**src/rtl/afr_pkg.sv**
```systemverilog
// Purpose: shared constants and types for the front-end, reference and clock control
// Assumes: byte-wide register port, offsets are register addresses
// Notes:   comparator inputs arrive already synchronous to sys_clk_i
package afr_pkg;

    localparam logic [7:0] AFR_ADDR_STATUS = 8'h01;
    localparam logic [7:0] AFR_ADDR_GAIN   = 8'h03;
    localparam logic [7:0] AFR_ADDR_RATE   = 8'h04;
    localparam logic [7:0] AFR_ADDR_REFCTL = 8'h05;
    localparam logic [7:0] AFR_ADDR_EXC1   = 8'h06;

    // field positions
    localparam int AFR_GAIN_LSB      = 0;
    localparam int AFR_AMPEN_LSB     = 5;
    localparam int AFR_CLKSEL_BIT    = 6;
    localparam int AFR_REFPWR_LSB    = 0;
    localparam int AFR_REFSEL_LSB    = 2;
    localparam int AFR_NBUF_BIT      = 4;
    localparam int AFR_PBUF_BIT      = 5;
    localparam int AFR_RAILEN_BIT    = 7;

    // reset values
    localparam logic [7:0] AFR_GAIN_RST   = 8'h00;
    localparam logic [7:0] AFR_RATE_RST   = 8'h14;
    localparam logic [7:0] AFR_REFCTL_RST = 8'h10;
    localparam logic [7:0] AFR_EXC1_RST   = 8'h00;

    localparam logic [2:0] AFR_GAIN_32  = 3'h5;
    localparam logic [2:0] AFR_GAIN_1   = 3'h0;

    // timing, informative for host side settling
    localparam int AFR_CLK_MHZ        = 100;
    localparam int AFR_REF_SETTLE_US  = 4500;
    localparam int AFR_REF_SETTLE_CYC = AFR_REF_SETTLE_US * AFR_CLK_MHZ;

    typedef enum logic [1:0] {
        AFR_AMP_OFF = 2'b00,
        AFR_AMP_ON  = 2'b01,
        AFR_AMP_R2  = 2'b10,
        AFR_AMP_R3  = 2'b11
    } afr_amp_mode_t;

    typedef enum logic [1:0] {
        AFR_REF_EXT0 = 2'b00,
        AFR_REF_EXT1 = 2'b01,
        AFR_REF_INT  = 2'b10,
        AFR_REF_RSV  = 2'b11
    } afr_ref_sel_t;

    typedef struct packed {
        logic       pos_out_near_high_rail;
        logic       pos_out_near_low_rail;
        logic       neg_out_near_high_rail;
        logic       neg_out_near_low_rail;
    } afr_rail_t;

    typedef struct packed {
        logic       amp_power;
        logic       amp_bypass;
        logic [2:0] analog_gain;
        logic [1:0] digital_shift;
        logic [1:0] ref_route;
        logic       int_ref_on;
        logic       pos_buf_on;
        logic       neg_buf_on;
        logic       ext_clk_sel;
    } afr_ctrl_t;

endpackage : afr_pkg

```
**src/rtl/afr_frontend_ctrl.sv**
```systemverilog
// Purpose: amplifier, reference and clock-source control with status flags
// Assumes: comparator levels synchronous to sys_clk_i, register port byte wide
// Notes:   analog decisions leave as registered control levels
`timescale 1ns/1ps
module afr_frontend_ctrl (
    // clock and reset
    input  wire logic             sys_clk_i,
    input  wire logic             reset_n_i,
    input  wire logic             soft_reset_i,
    // register port
    input  wire logic [7:0]       reg_addr_i,
    input  wire logic             reg_wr_i,
    input  wire logic [7:0]       reg_wdata_i,
    output logic      [7:0]       reg_rdata_o,
    // analog monitors
    input  wire afr_pkg::afr_rail_t rail_cmp_i,
    input  wire logic             ref0_low_i,
    input  wire logic             ref1_low_i,
    input  wire logic             converting_i,
    input  wire logic             power_down_i,
    // analog controls
    output afr_pkg::afr_ctrl_t    ctrl_o,
    output logic                  ref_low_any_o
);
    import afr_pkg::*;

    logic [7:0]  gain_w, rate_w, refctl_w, exc1_w, status_w;
    afr_rail_t   rail_reg, rail_next;
    logic [1:0]  reflow_reg, reflow_next;
    afr_ctrl_t   ctrl_reg, ctrl_next;

    afr_regfile u_regs (
        .sys_clk_i    (sys_clk_i),
        .reset_n_i    (reset_n_i),
        .soft_reset_i (soft_reset_i),
        .addr_i       (reg_addr_i),
        .wr_en_i      (reg_wr_i),
        .wr_data_i    (reg_wdata_i),
        .status_i     (status_w),
        .rd_data_o    (reg_rdata_o),
        .gain_o       (gain_w),
        .rate_o       (rate_w),
        .refctl_o     (refctl_w),
        .exc1_o       (exc1_w)
    );

    ////////////////////////////////////////////////////////////////////////////
    function automatic logic rail_en(input logic [7:0] exc);
        rail_en = exc[AFR_RAILEN_BIT];
    endfunction : rail_en

    always_comb begin
        if (rail_en(exc1_w)) begin
            rail_next = rail_cmp_i;
        end else begin
            rail_next = '0;
        end
        // reference monitor, only sampled while converting
        reflow_next = reflow_reg;
        if (converting_i) begin
            reflow_next = {ref1_low_i, ref0_low_i};
        end
        if (soft_reset_i) begin
            rail_next   = '0;
            reflow_next = 2'h0;
        end
    end

    always_ff @(posedge sys_clk_i or negedge reset_n_i) begin
        if (!reset_n_i) begin
            rail_reg   <= '0;
            reflow_reg <= 2'h0;
        end else begin
            rail_reg   <= rail_next;
            reflow_reg <= reflow_next;
        end
    end

    assign status_w      = {rail_reg, 2'h0, reflow_reg};
    assign ref_low_any_o = |reflow_reg;

    ////////////////////////////////////////////////////////////////////////////
    logic [2:0]    gain_code;
    afr_amp_mode_t amp_mode;
    logic [1:0]    refpwr;

    always_comb begin
        gain_code = gain_w[AFR_GAIN_LSB +: 3];
        amp_mode  = afr_amp_mode_t'(gain_w[AFR_AMPEN_LSB +: 2]);
        refpwr    = refctl_w[AFR_REFPWR_LSB +: 2];
        ctrl_next = '0;
        // amplifier power and bypass; reserved codes act as off
        ctrl_next.amp_power  = (amp_mode == AFR_AMP_ON);
        ctrl_next.amp_bypass = (amp_mode != AFR_AMP_ON);
        if (gain_code > AFR_GAIN_32) begin
            ctrl_next.analog_gain   = AFR_GAIN_32;
            ctrl_next.digital_shift = 2'(gain_code - AFR_GAIN_32);
        end else begin
            ctrl_next.analog_gain   = gain_code;
            ctrl_next.digital_shift = 2'h0;
        end
        ctrl_next.ref_route = refctl_w[AFR_REFSEL_LSB +: 2];
        ctrl_next.int_ref_on = (refpwr == 2'b10) || ((refpwr == 2'b01) && !power_down_i);
        ctrl_next.pos_buf_on = !refctl_w[AFR_PBUF_BIT];
        ctrl_next.neg_buf_on = !refctl_w[AFR_NBUF_BIT];
        ctrl_next.ext_clk_sel = rate_w[AFR_CLKSEL_BIT];
    end

    always_ff @(posedge sys_clk_i or negedge reset_n_i) begin
        if (!reset_n_i) begin
            ctrl_reg <= '0;
        end else begin
            ctrl_reg <= ctrl_next;
        end
    end

    assign ctrl_o = ctrl_reg;
endmodule : afr_frontend_ctrl

```
**src/rtl/afr_regfile.sv**
```systemverilog
// Purpose: configuration byte store for the control block
// Assumes: one write per cycle, read data registered
// Notes:   reset restores defaults, including internal oscillator choice
`timescale 1ns/1ps
module afr_regfile (
    // clock and reset
    input  wire logic       sys_clk_i,
    input  wire logic       reset_n_i,
    input  wire logic       soft_reset_i,
    // access
    input  wire logic [7:0] addr_i,
    input  wire logic       wr_en_i,
    input  wire logic [7:0] wr_data_i,
    input  wire logic [7:0] status_i,
    output logic      [7:0] rd_data_o,
    output logic      [7:0] gain_o,
    output logic      [7:0] rate_o,
    output logic      [7:0] refctl_o,
    output logic      [7:0] exc1_o
);
    import afr_pkg::*;

    logic [7:0] gain_reg, gain_next, rate_reg, rate_next;
    logic [7:0] refctl_reg, refctl_next, exc1_reg, exc1_next;
    logic [7:0] rd_reg, rd_next;

    always_comb begin
        gain_next   = gain_reg;
        rate_next   = rate_reg;
        refctl_next = refctl_reg;
        exc1_next   = exc1_reg;
        unique case (addr_i)
            AFR_ADDR_STATUS: rd_next = status_i;
            AFR_ADDR_GAIN:   rd_next = gain_reg;
            AFR_ADDR_RATE:   rd_next = rate_reg;
            AFR_ADDR_REFCTL: rd_next = refctl_reg;
            AFR_ADDR_EXC1:   rd_next = exc1_reg;
            default:         rd_next = 8'h00;
        endcase
        if (wr_en_i) begin
            unique case (addr_i)
                AFR_ADDR_GAIN:   gain_next   = wr_data_i;
                AFR_ADDR_RATE:   rate_next   = wr_data_i;
                AFR_ADDR_REFCTL: refctl_next = wr_data_i;
                AFR_ADDR_EXC1:   exc1_next   = wr_data_i;
                default:         ;
            endcase
        end
        if (soft_reset_i) begin
            gain_next   = AFR_GAIN_RST;
            rate_next   = AFR_RATE_RST;
            refctl_next = AFR_REFCTL_RST;
            exc1_next   = AFR_EXC1_RST;
        end
    end

    always_ff @(posedge sys_clk_i or negedge reset_n_i) begin
        if (!reset_n_i) begin
            gain_reg   <= AFR_GAIN_RST;
            rate_reg   <= AFR_RATE_RST;
            refctl_reg <= AFR_REFCTL_RST;
            exc1_reg   <= AFR_EXC1_RST;
            rd_reg     <= 8'h00;
        end else begin
            gain_reg   <= gain_next;
            rate_reg   <= rate_next;
            refctl_reg <= refctl_next;
            exc1_reg   <= exc1_next;
            rd_reg     <= rd_next;
        end
    end

    assign rd_data_o = rd_reg;
    assign gain_o    = gain_reg;
    assign rate_o    = rate_reg;
    assign refctl_o  = refctl_reg;
    assign exc1_o    = exc1_reg;

endmodule : afr_regfile

```
**config.mk**
```make
export PLATFORM = sky130hd
export DESIGN_NAME = afr_frontend_ctrl
export DESIGN_NICKNAME = d
export VERILOG_FILES = /design/src/rtl/afr_pkg.sv /design/src/rtl/afr_frontend_ctrl.sv /design/src/rtl/afr_regfile.sv
export SDC_FILE = /design/constraint.sdc
export NUM_CORES = 1
export LEC_CHECK = 0
export BUFFER_PORTS_ARGS = -buffer_cell sky130_fd_sc_hd__buf_4
export CAP_MARGIN = 20
export CORE_MARGIN = 5
export CORE_UTILIZATION = 30
export CTS_CLUSTER_DIAMETER = 200
export CTS_CLUSTER_SIZE = 14
export DETAILED_ROUTE_END_ITERATION = 6
export GPL_TIMING_DRIVEN = 0
export HOLD_SLACK_MARGIN = 0.08
export SYNTH_ARGS = -nofsm -noshare
export SYNTH_HDL_FRONTEND = slang
export SYNTH_SLANG_ARGS = --single-unit
```
**constraint.sdc**
```tcl
create_clock -name sys_clk_i -period 1.55 [get_ports sys_clk_i]
set_clock_uncertainty 0.15 [all_clocks]
set_input_delay 0.2325 -clock sys_clk_i [delete_from_list [all_inputs] [get_ports sys_clk_i]]
set_output_delay 0.2325 -clock sys_clk_i [all_outputs]
set_load 0.1 [all_outputs]
```
**Yosys cells after proc, flatten, opt, wreduce, memory -nomap -nowiden**

Index checks and enable logic that the tools add are counted.

- Logic and storage cells: 64
- Input port bits: 28
- Output and inout port bits: 22
- Flip-flop bits (word level): 59

- Multiplexer cells: 18
- Add/subtract/negate cells: 1
- Equal/unequal tests: 9
- Reduce and logical (&&, ||, !) cells: 16
- Order comparisons: 1

Operators with widths:

| cell | count |
|---|---|
| 8-bit two-way mux | 12 |
| 8-bit one-hot mux with 5 select lines | 1 |
| 8-bit by 3-bit equality test with 1-bit output (second input constant) | 3 |
| 2-bit nonzero test | 6 |
| 8-bit by 1-bit equality test with 1-bit output (second input constant) | 1 |
| 8-bit by 2-bit equality test with 1-bit output (second input constant) | 1 |
| 4-bit two-way mux | 2 |
| 2-bit AND reduction | 4 |
| 5-bit two-way mux | 1 |
| 2-bit by 1-bit equality test with 1-bit output (second input constant) | 2 |
| 2-bit two-way mux | 2 |
| 3-bit greater-than comparator (second input constant) | 1 |
| 1-bit logical NOT | 3 |
| 2-bit equality test (second input constant) | 1 |
| 2-bit by 1-bit != test with 1-bit output (second input constant) | 1 |
| 2-bit OR reduction | 1 |
| 2-bit by 1-bit subtractor with 2-bit output (second input constant) | 1 |
| 1-bit logical AND | 1 |
| 1-bit logical OR | 1 |

**Logic depth before layout (Yosys ltp)**

- Depth after elaboration: 4
- Gate-level depth with buffers: 5
- Gate-level depth less buffers: 3

**By module**

A second synthesis with hierarchy kept.

- Cells, all modules: 219
- Area, all modules: 2685.1 um^2

By module, submodules not included:

| module | cells an instance | area an instance (um^2) | times used |
|---|---|---|---|
| afr_regfile | 175 | 2034.5 | 1 |
| afr_frontend_ctrl | 44 | 650.6 | 1 |

**Worst setup path before layout**

OpenSTA, ideal clock, no wires.

- Path type: input to register
- Start: input reg_addr_i[3]
- End: register u_regs.rate_reg[4], in the netlist u_regs.rate_o[4]
- Path slack: 0.131 ns
- Data arrival time: 1.194 ns
- Stages on the path: 4
- Cells stage by stage: nor4_4 > and4_1 > buf_6 > mux2i_1

- Cells in the longest elaborated chain, start to end: 3

Ends and longest elaborated chain:

| what | line | source |
|---|---|---|
| from (decl) | afr_frontend_ctrl.sv:11 | `input wire logic [7:0] reg_addr_i,` |
| 8-bit by 3-bit equality test with 1-bit output | afr_regfile.sv:41 | `unique case (addr_i)` |
| 2-bit nonzero test (no source line) | - |  |
| 2-bit AND reduction (no source line) | - |  |
| to (signal assigned) | afr_regfile.sv:66 | `rate_reg <= rate_next;` |
| to (decl) | afr_regfile.sv:23 | `logic [7:0] gain_reg, gain_next, rate_reg, rate_next;` |

Every way passes these cells.
A chain may end at the register's enable or synchronous reset.

**Final worst setup path**

- Start: register reflow_reg[0]
- End: output ref_low_any_o

- Cells in the longest elaborated chain, start to end: 1

Ends and longest elaborated chain:

| what | line | source |
|---|---|---|
| from (decl) | afr_frontend_ctrl.sv:29 | `logic [1:0] reflow_reg, reflow_next;` |
| from (signal assigned) | afr_frontend_ctrl.sv:75 | `reflow_reg <= reflow_next;` |
| 2-bit OR reduction | afr_frontend_ctrl.sv:80 | `assign ref_low_any_o = \|reflow_reg;` |
| to (decl) | afr_frontend_ctrl.sv:23 | `output logic ref_low_any_o` |

Every way passes these cells.

==> run_results.csv <==
group,metric,value,unit
timing,slew_violations,0,
worst_setup_path,crit_arrival,1130,ps
floorplan,die_h,104.2,microns
min_path,holdCritStartpoint,"reg_wdata_i[3]",
grt,grt_max_degree,60,
drt,ant_nets,0,
timing,setup_ws,40.30,ps
worst_setup_path,criticalPathCategory,"reg2out",
placement,pre_cts_ws,-205.1,ps
drt,drt_iter0_markers,79,
placement,io_buffer_count,48,
power,leakage,1.790,nW
timing,fmax,662.4,MHz
drt,route.vias.total,1917,
finish,instances_no_fill,403,
synth,syn_area,2663,sq um
cts,cts_sinks,59,
finish,fillCellCount,843,
synth,synth-seq-area-share,55.59,%
floorplan,io_pins,50,
placement,hpwlAfterDp,4.398,mm
synth,avgSynthCellArea,12.21,sq um
finish,syn_to_final_growth,32.38,%
timing,rsz0062_at_grt,"yes",
worst_setup_path,r2r-start,"reflow_reg[0]",
worst_setup_path,ff2ff_path_depth,4,
placement,gp_congestion,0.7899,
finish,drive_gt1_share,29.15,%
floorplan,start_util,30.68,%
min_path,min_path_cells,3,
finish,multi_input_area,1109,sq um
cts,cts_tree,"built",
floorplan,die-area,10860,sq um
worst_setup_path,crit_family,"flip-flops",
worst_setup_path,crit_buf_inv,1,
cts,clk_latency,340,ps
timing,finalHoldViolations,0,
finish,largest_reg_flops,13,
cts,cts_buffers,9,
finish,seqCellArea,1480,sq um
placement,place_area,3158,sq um
run,drv_cap,0,
floorplan,rows,34,
worst_setup_path,cp_data_required_time,1170,ps
timing,min_period,1510,ps
drt,drc_errors,0,
drt,wl,6.376,mm
worst_setup_path,endpoint_kind,"output pin",
synth,synth_top_area_share,52.63,%
timing,setup_viol,0,
synth,synthDistinctLibCells,30,
power,p_per_area,967.1,nW/um^2
floorplan,core,8678,sq um
worst_setup_path,crit_cells,2,
cts,root_buffer,"clkbuf_8",
worst_setup_path,r2r_end,"u_regs.rd_data_o[0]",
grt,antenna_found_initial,0,
cts,cts.clk_slew.worst_paths,60,ps
finish,nNetsFinal,318,
synth,yosysWarnings,0,
timing,slew_headroom,49.08,%
cts,htreeDepth,3,
grt,track_usage,12.45,%
power,vdd.ir_drop.worst,0.3961,mV
grt,grt_pass1_wl,10.78,mm
grt,grt_pass1_vias,2047,
worst_setup_path,r2r_slack,130,ps
timing,worst_pin_slew,763.8,ps
worst_setup_path,critPathMaxFanout,2,
finish,antenna_cells,0,
run_status,status,"finished, final reports clean",
drt,drt_pre_antenna_iters,4,
synth,netlist_instances,218,
worst_setup_path,max_stage_delay,370,ps
synth,yosysTopAreaCell,"dfrtp_1",
min_path,worstHoldPathType,"in2reg",
synth,synthesis.nets,246,
grt,gr-total-overflow,0,
worst_setup_path,cp-start-kind,"register",
worst_setup_path,crit_slowest_cell,"dfrtp_1",
min_path,min_to,"u_regs.refctl_o[3]",
drt,wl_per_cell,15.82,microns
synth,ys_ff_latch,59,
worst_setup_path,startpoint,"reflow_reg[0]",
worst_setup_path,cp_cell_sequence,"or2_4, buf_12",
floorplan,fp.dieW,104.2,microns
drt,viasPerCell,4.757,
synth,synth.area.top_cells,"dfrtp_1, mux2i_1, nand2b_1",
finish,design_area,3525,sq um
placement,place_inst,374,
cts,cts_max_path_buffers,2,
timing,period_share,97.40,%
==> where the power goes <==
part / switching (W) / internal (W) / total, W
registers: 0.00000242 / 0.00155 / 0.00155
logic: 0.000162 / 0.000126 / 0.000289
clock network: 0.000588 / 0.000984 / 0.00157
total: 0.000753 / 0.00266 / 0.00341
==> cell usage after synthesis <==
master and n:
buf_2 4, mux2i_1 37, nand2b_1 39, a21oi_1 6, and3_1 1, a211o_1 2
mux2_2 6, a211oi_1 4, o21ai_0 2, nand2_1 3, and4b_1 2, nor2_1 8
and3b_1 5, dfrtp_1 56, nand3_2 2, a32oi_1 2, a221oi_1 4, buf_6 1
a22oi_1 4, inv_1 5, or2_2 1, and4_2 1, and4_1 1, nand3b_1 1
and2_1 4, dfstp_2 3, nor4_4 1, clkbuf_1 7, nand4_2 1, nor2b_1 5
==> cell type report <==
cell class                      count  area share (%)
Tap cell                          108           3.834
Sequential cell                    59           42.00
Clock buffer                       11           4.295
Inverter                            5          0.5325
Buffer                             12           1.633
Clock inverter                      5           2.130
Timing Repair Buffer               61           14.13
Multi-Input combinational cell    142           31.45
==> tightest hold or removal path: cells and delay by family <==
family,cells,cell delay [ps]
buffers and inverters,1,80
multiplexers,1,130
AND/OR/NAND/NOR,1,100
==> layout by cell type, fill, tap and decap left out, drive strengths merged, types with 3 or more instances in the layout <==
cell type    synthesis  layout
nand2b              39      39
a211oi               4       4
a21oi                6       6
a22oi                4       4
nand2                3       3
a221oi               4       4
dfstp                3       3
and3b                5       5
inv                  5       5
nor2                 8       8
dlygate4sd3          0      11
dfrtp               56      56
buf                  5      55
mux2i               37      37
nor2b                5       5
clkbuf               7      18
and2                 4       4
clkinv               0       3
mux2                 6       6
==> cells by family (layout without fill, tap and decap cells) <==
| kind of cell | Yosys count | after routing | synth area share [%] |
|---|---|---|---|
| multiplexers | 43 | 43 | 16.45 |
| flip-flops | 59 | 59 | 55.59 |
| AND/OR/NAND/NOR | 75 | 75 | 18.70 |
| AO/OA/AOI/OAI | 24 | 24 | 6.391 |
| buffers and inverters | 17 | 94 | 2.867 |
==> stage by stage <==
step	TNS [ps]	hold slack (ps)	utilization (%)	total power (W)
6_report	0	103.2	40.61	0.003409
5_1_grt	-9.192	124.3	40.61	0.003545
4_1_cts	0	92.40	40.61	0.003460
3_5_place_dp	-6308	203.3	36.39	0.001832
3_3_place_gp	-6245	200.5	36.39	0.001830
2_1_floorplan	0	-213.1	-	0.001698
==> layer usage <==
metal | vias up | track usage, % | routed length, microns
met1 | 950 | 16.09 | 2942
met2 | 52 | 19.13 | 2973
met3 | 10 | 4.221 | 344
met4 | 0 | 4.995 | 116
met5 | - | 0 | 0
li1 | 905 | - | -
==> worst max-delay path by stage <==
stage / endpoint / slack [ps]
floorplan: u_regs.rate_o[4] / 130
global placement: u_regs.refctl_o[6] / -200
detailed placement: u_regs.refctl_o[6] / -210
CTS: ref_low_any_o / 5
global route: ref_low_any_o / -9
finish: ref_low_any_o / 40
==> what timing repair did <==
| item | 4_1_cts | 5_1_grt |
|---|---|---|
| hold buffers | 11 | 0 |
| resized for setup | 4 | 0 |
| setup buffers | 2 | 0 |
| endpoints found under the setup margin | 1 | 1 |
| pin swaps | 0 | 1 |
| hold endpoints to repair | 68 | 0 |
No activity file was read; power rests on OpenSTA's default activity.
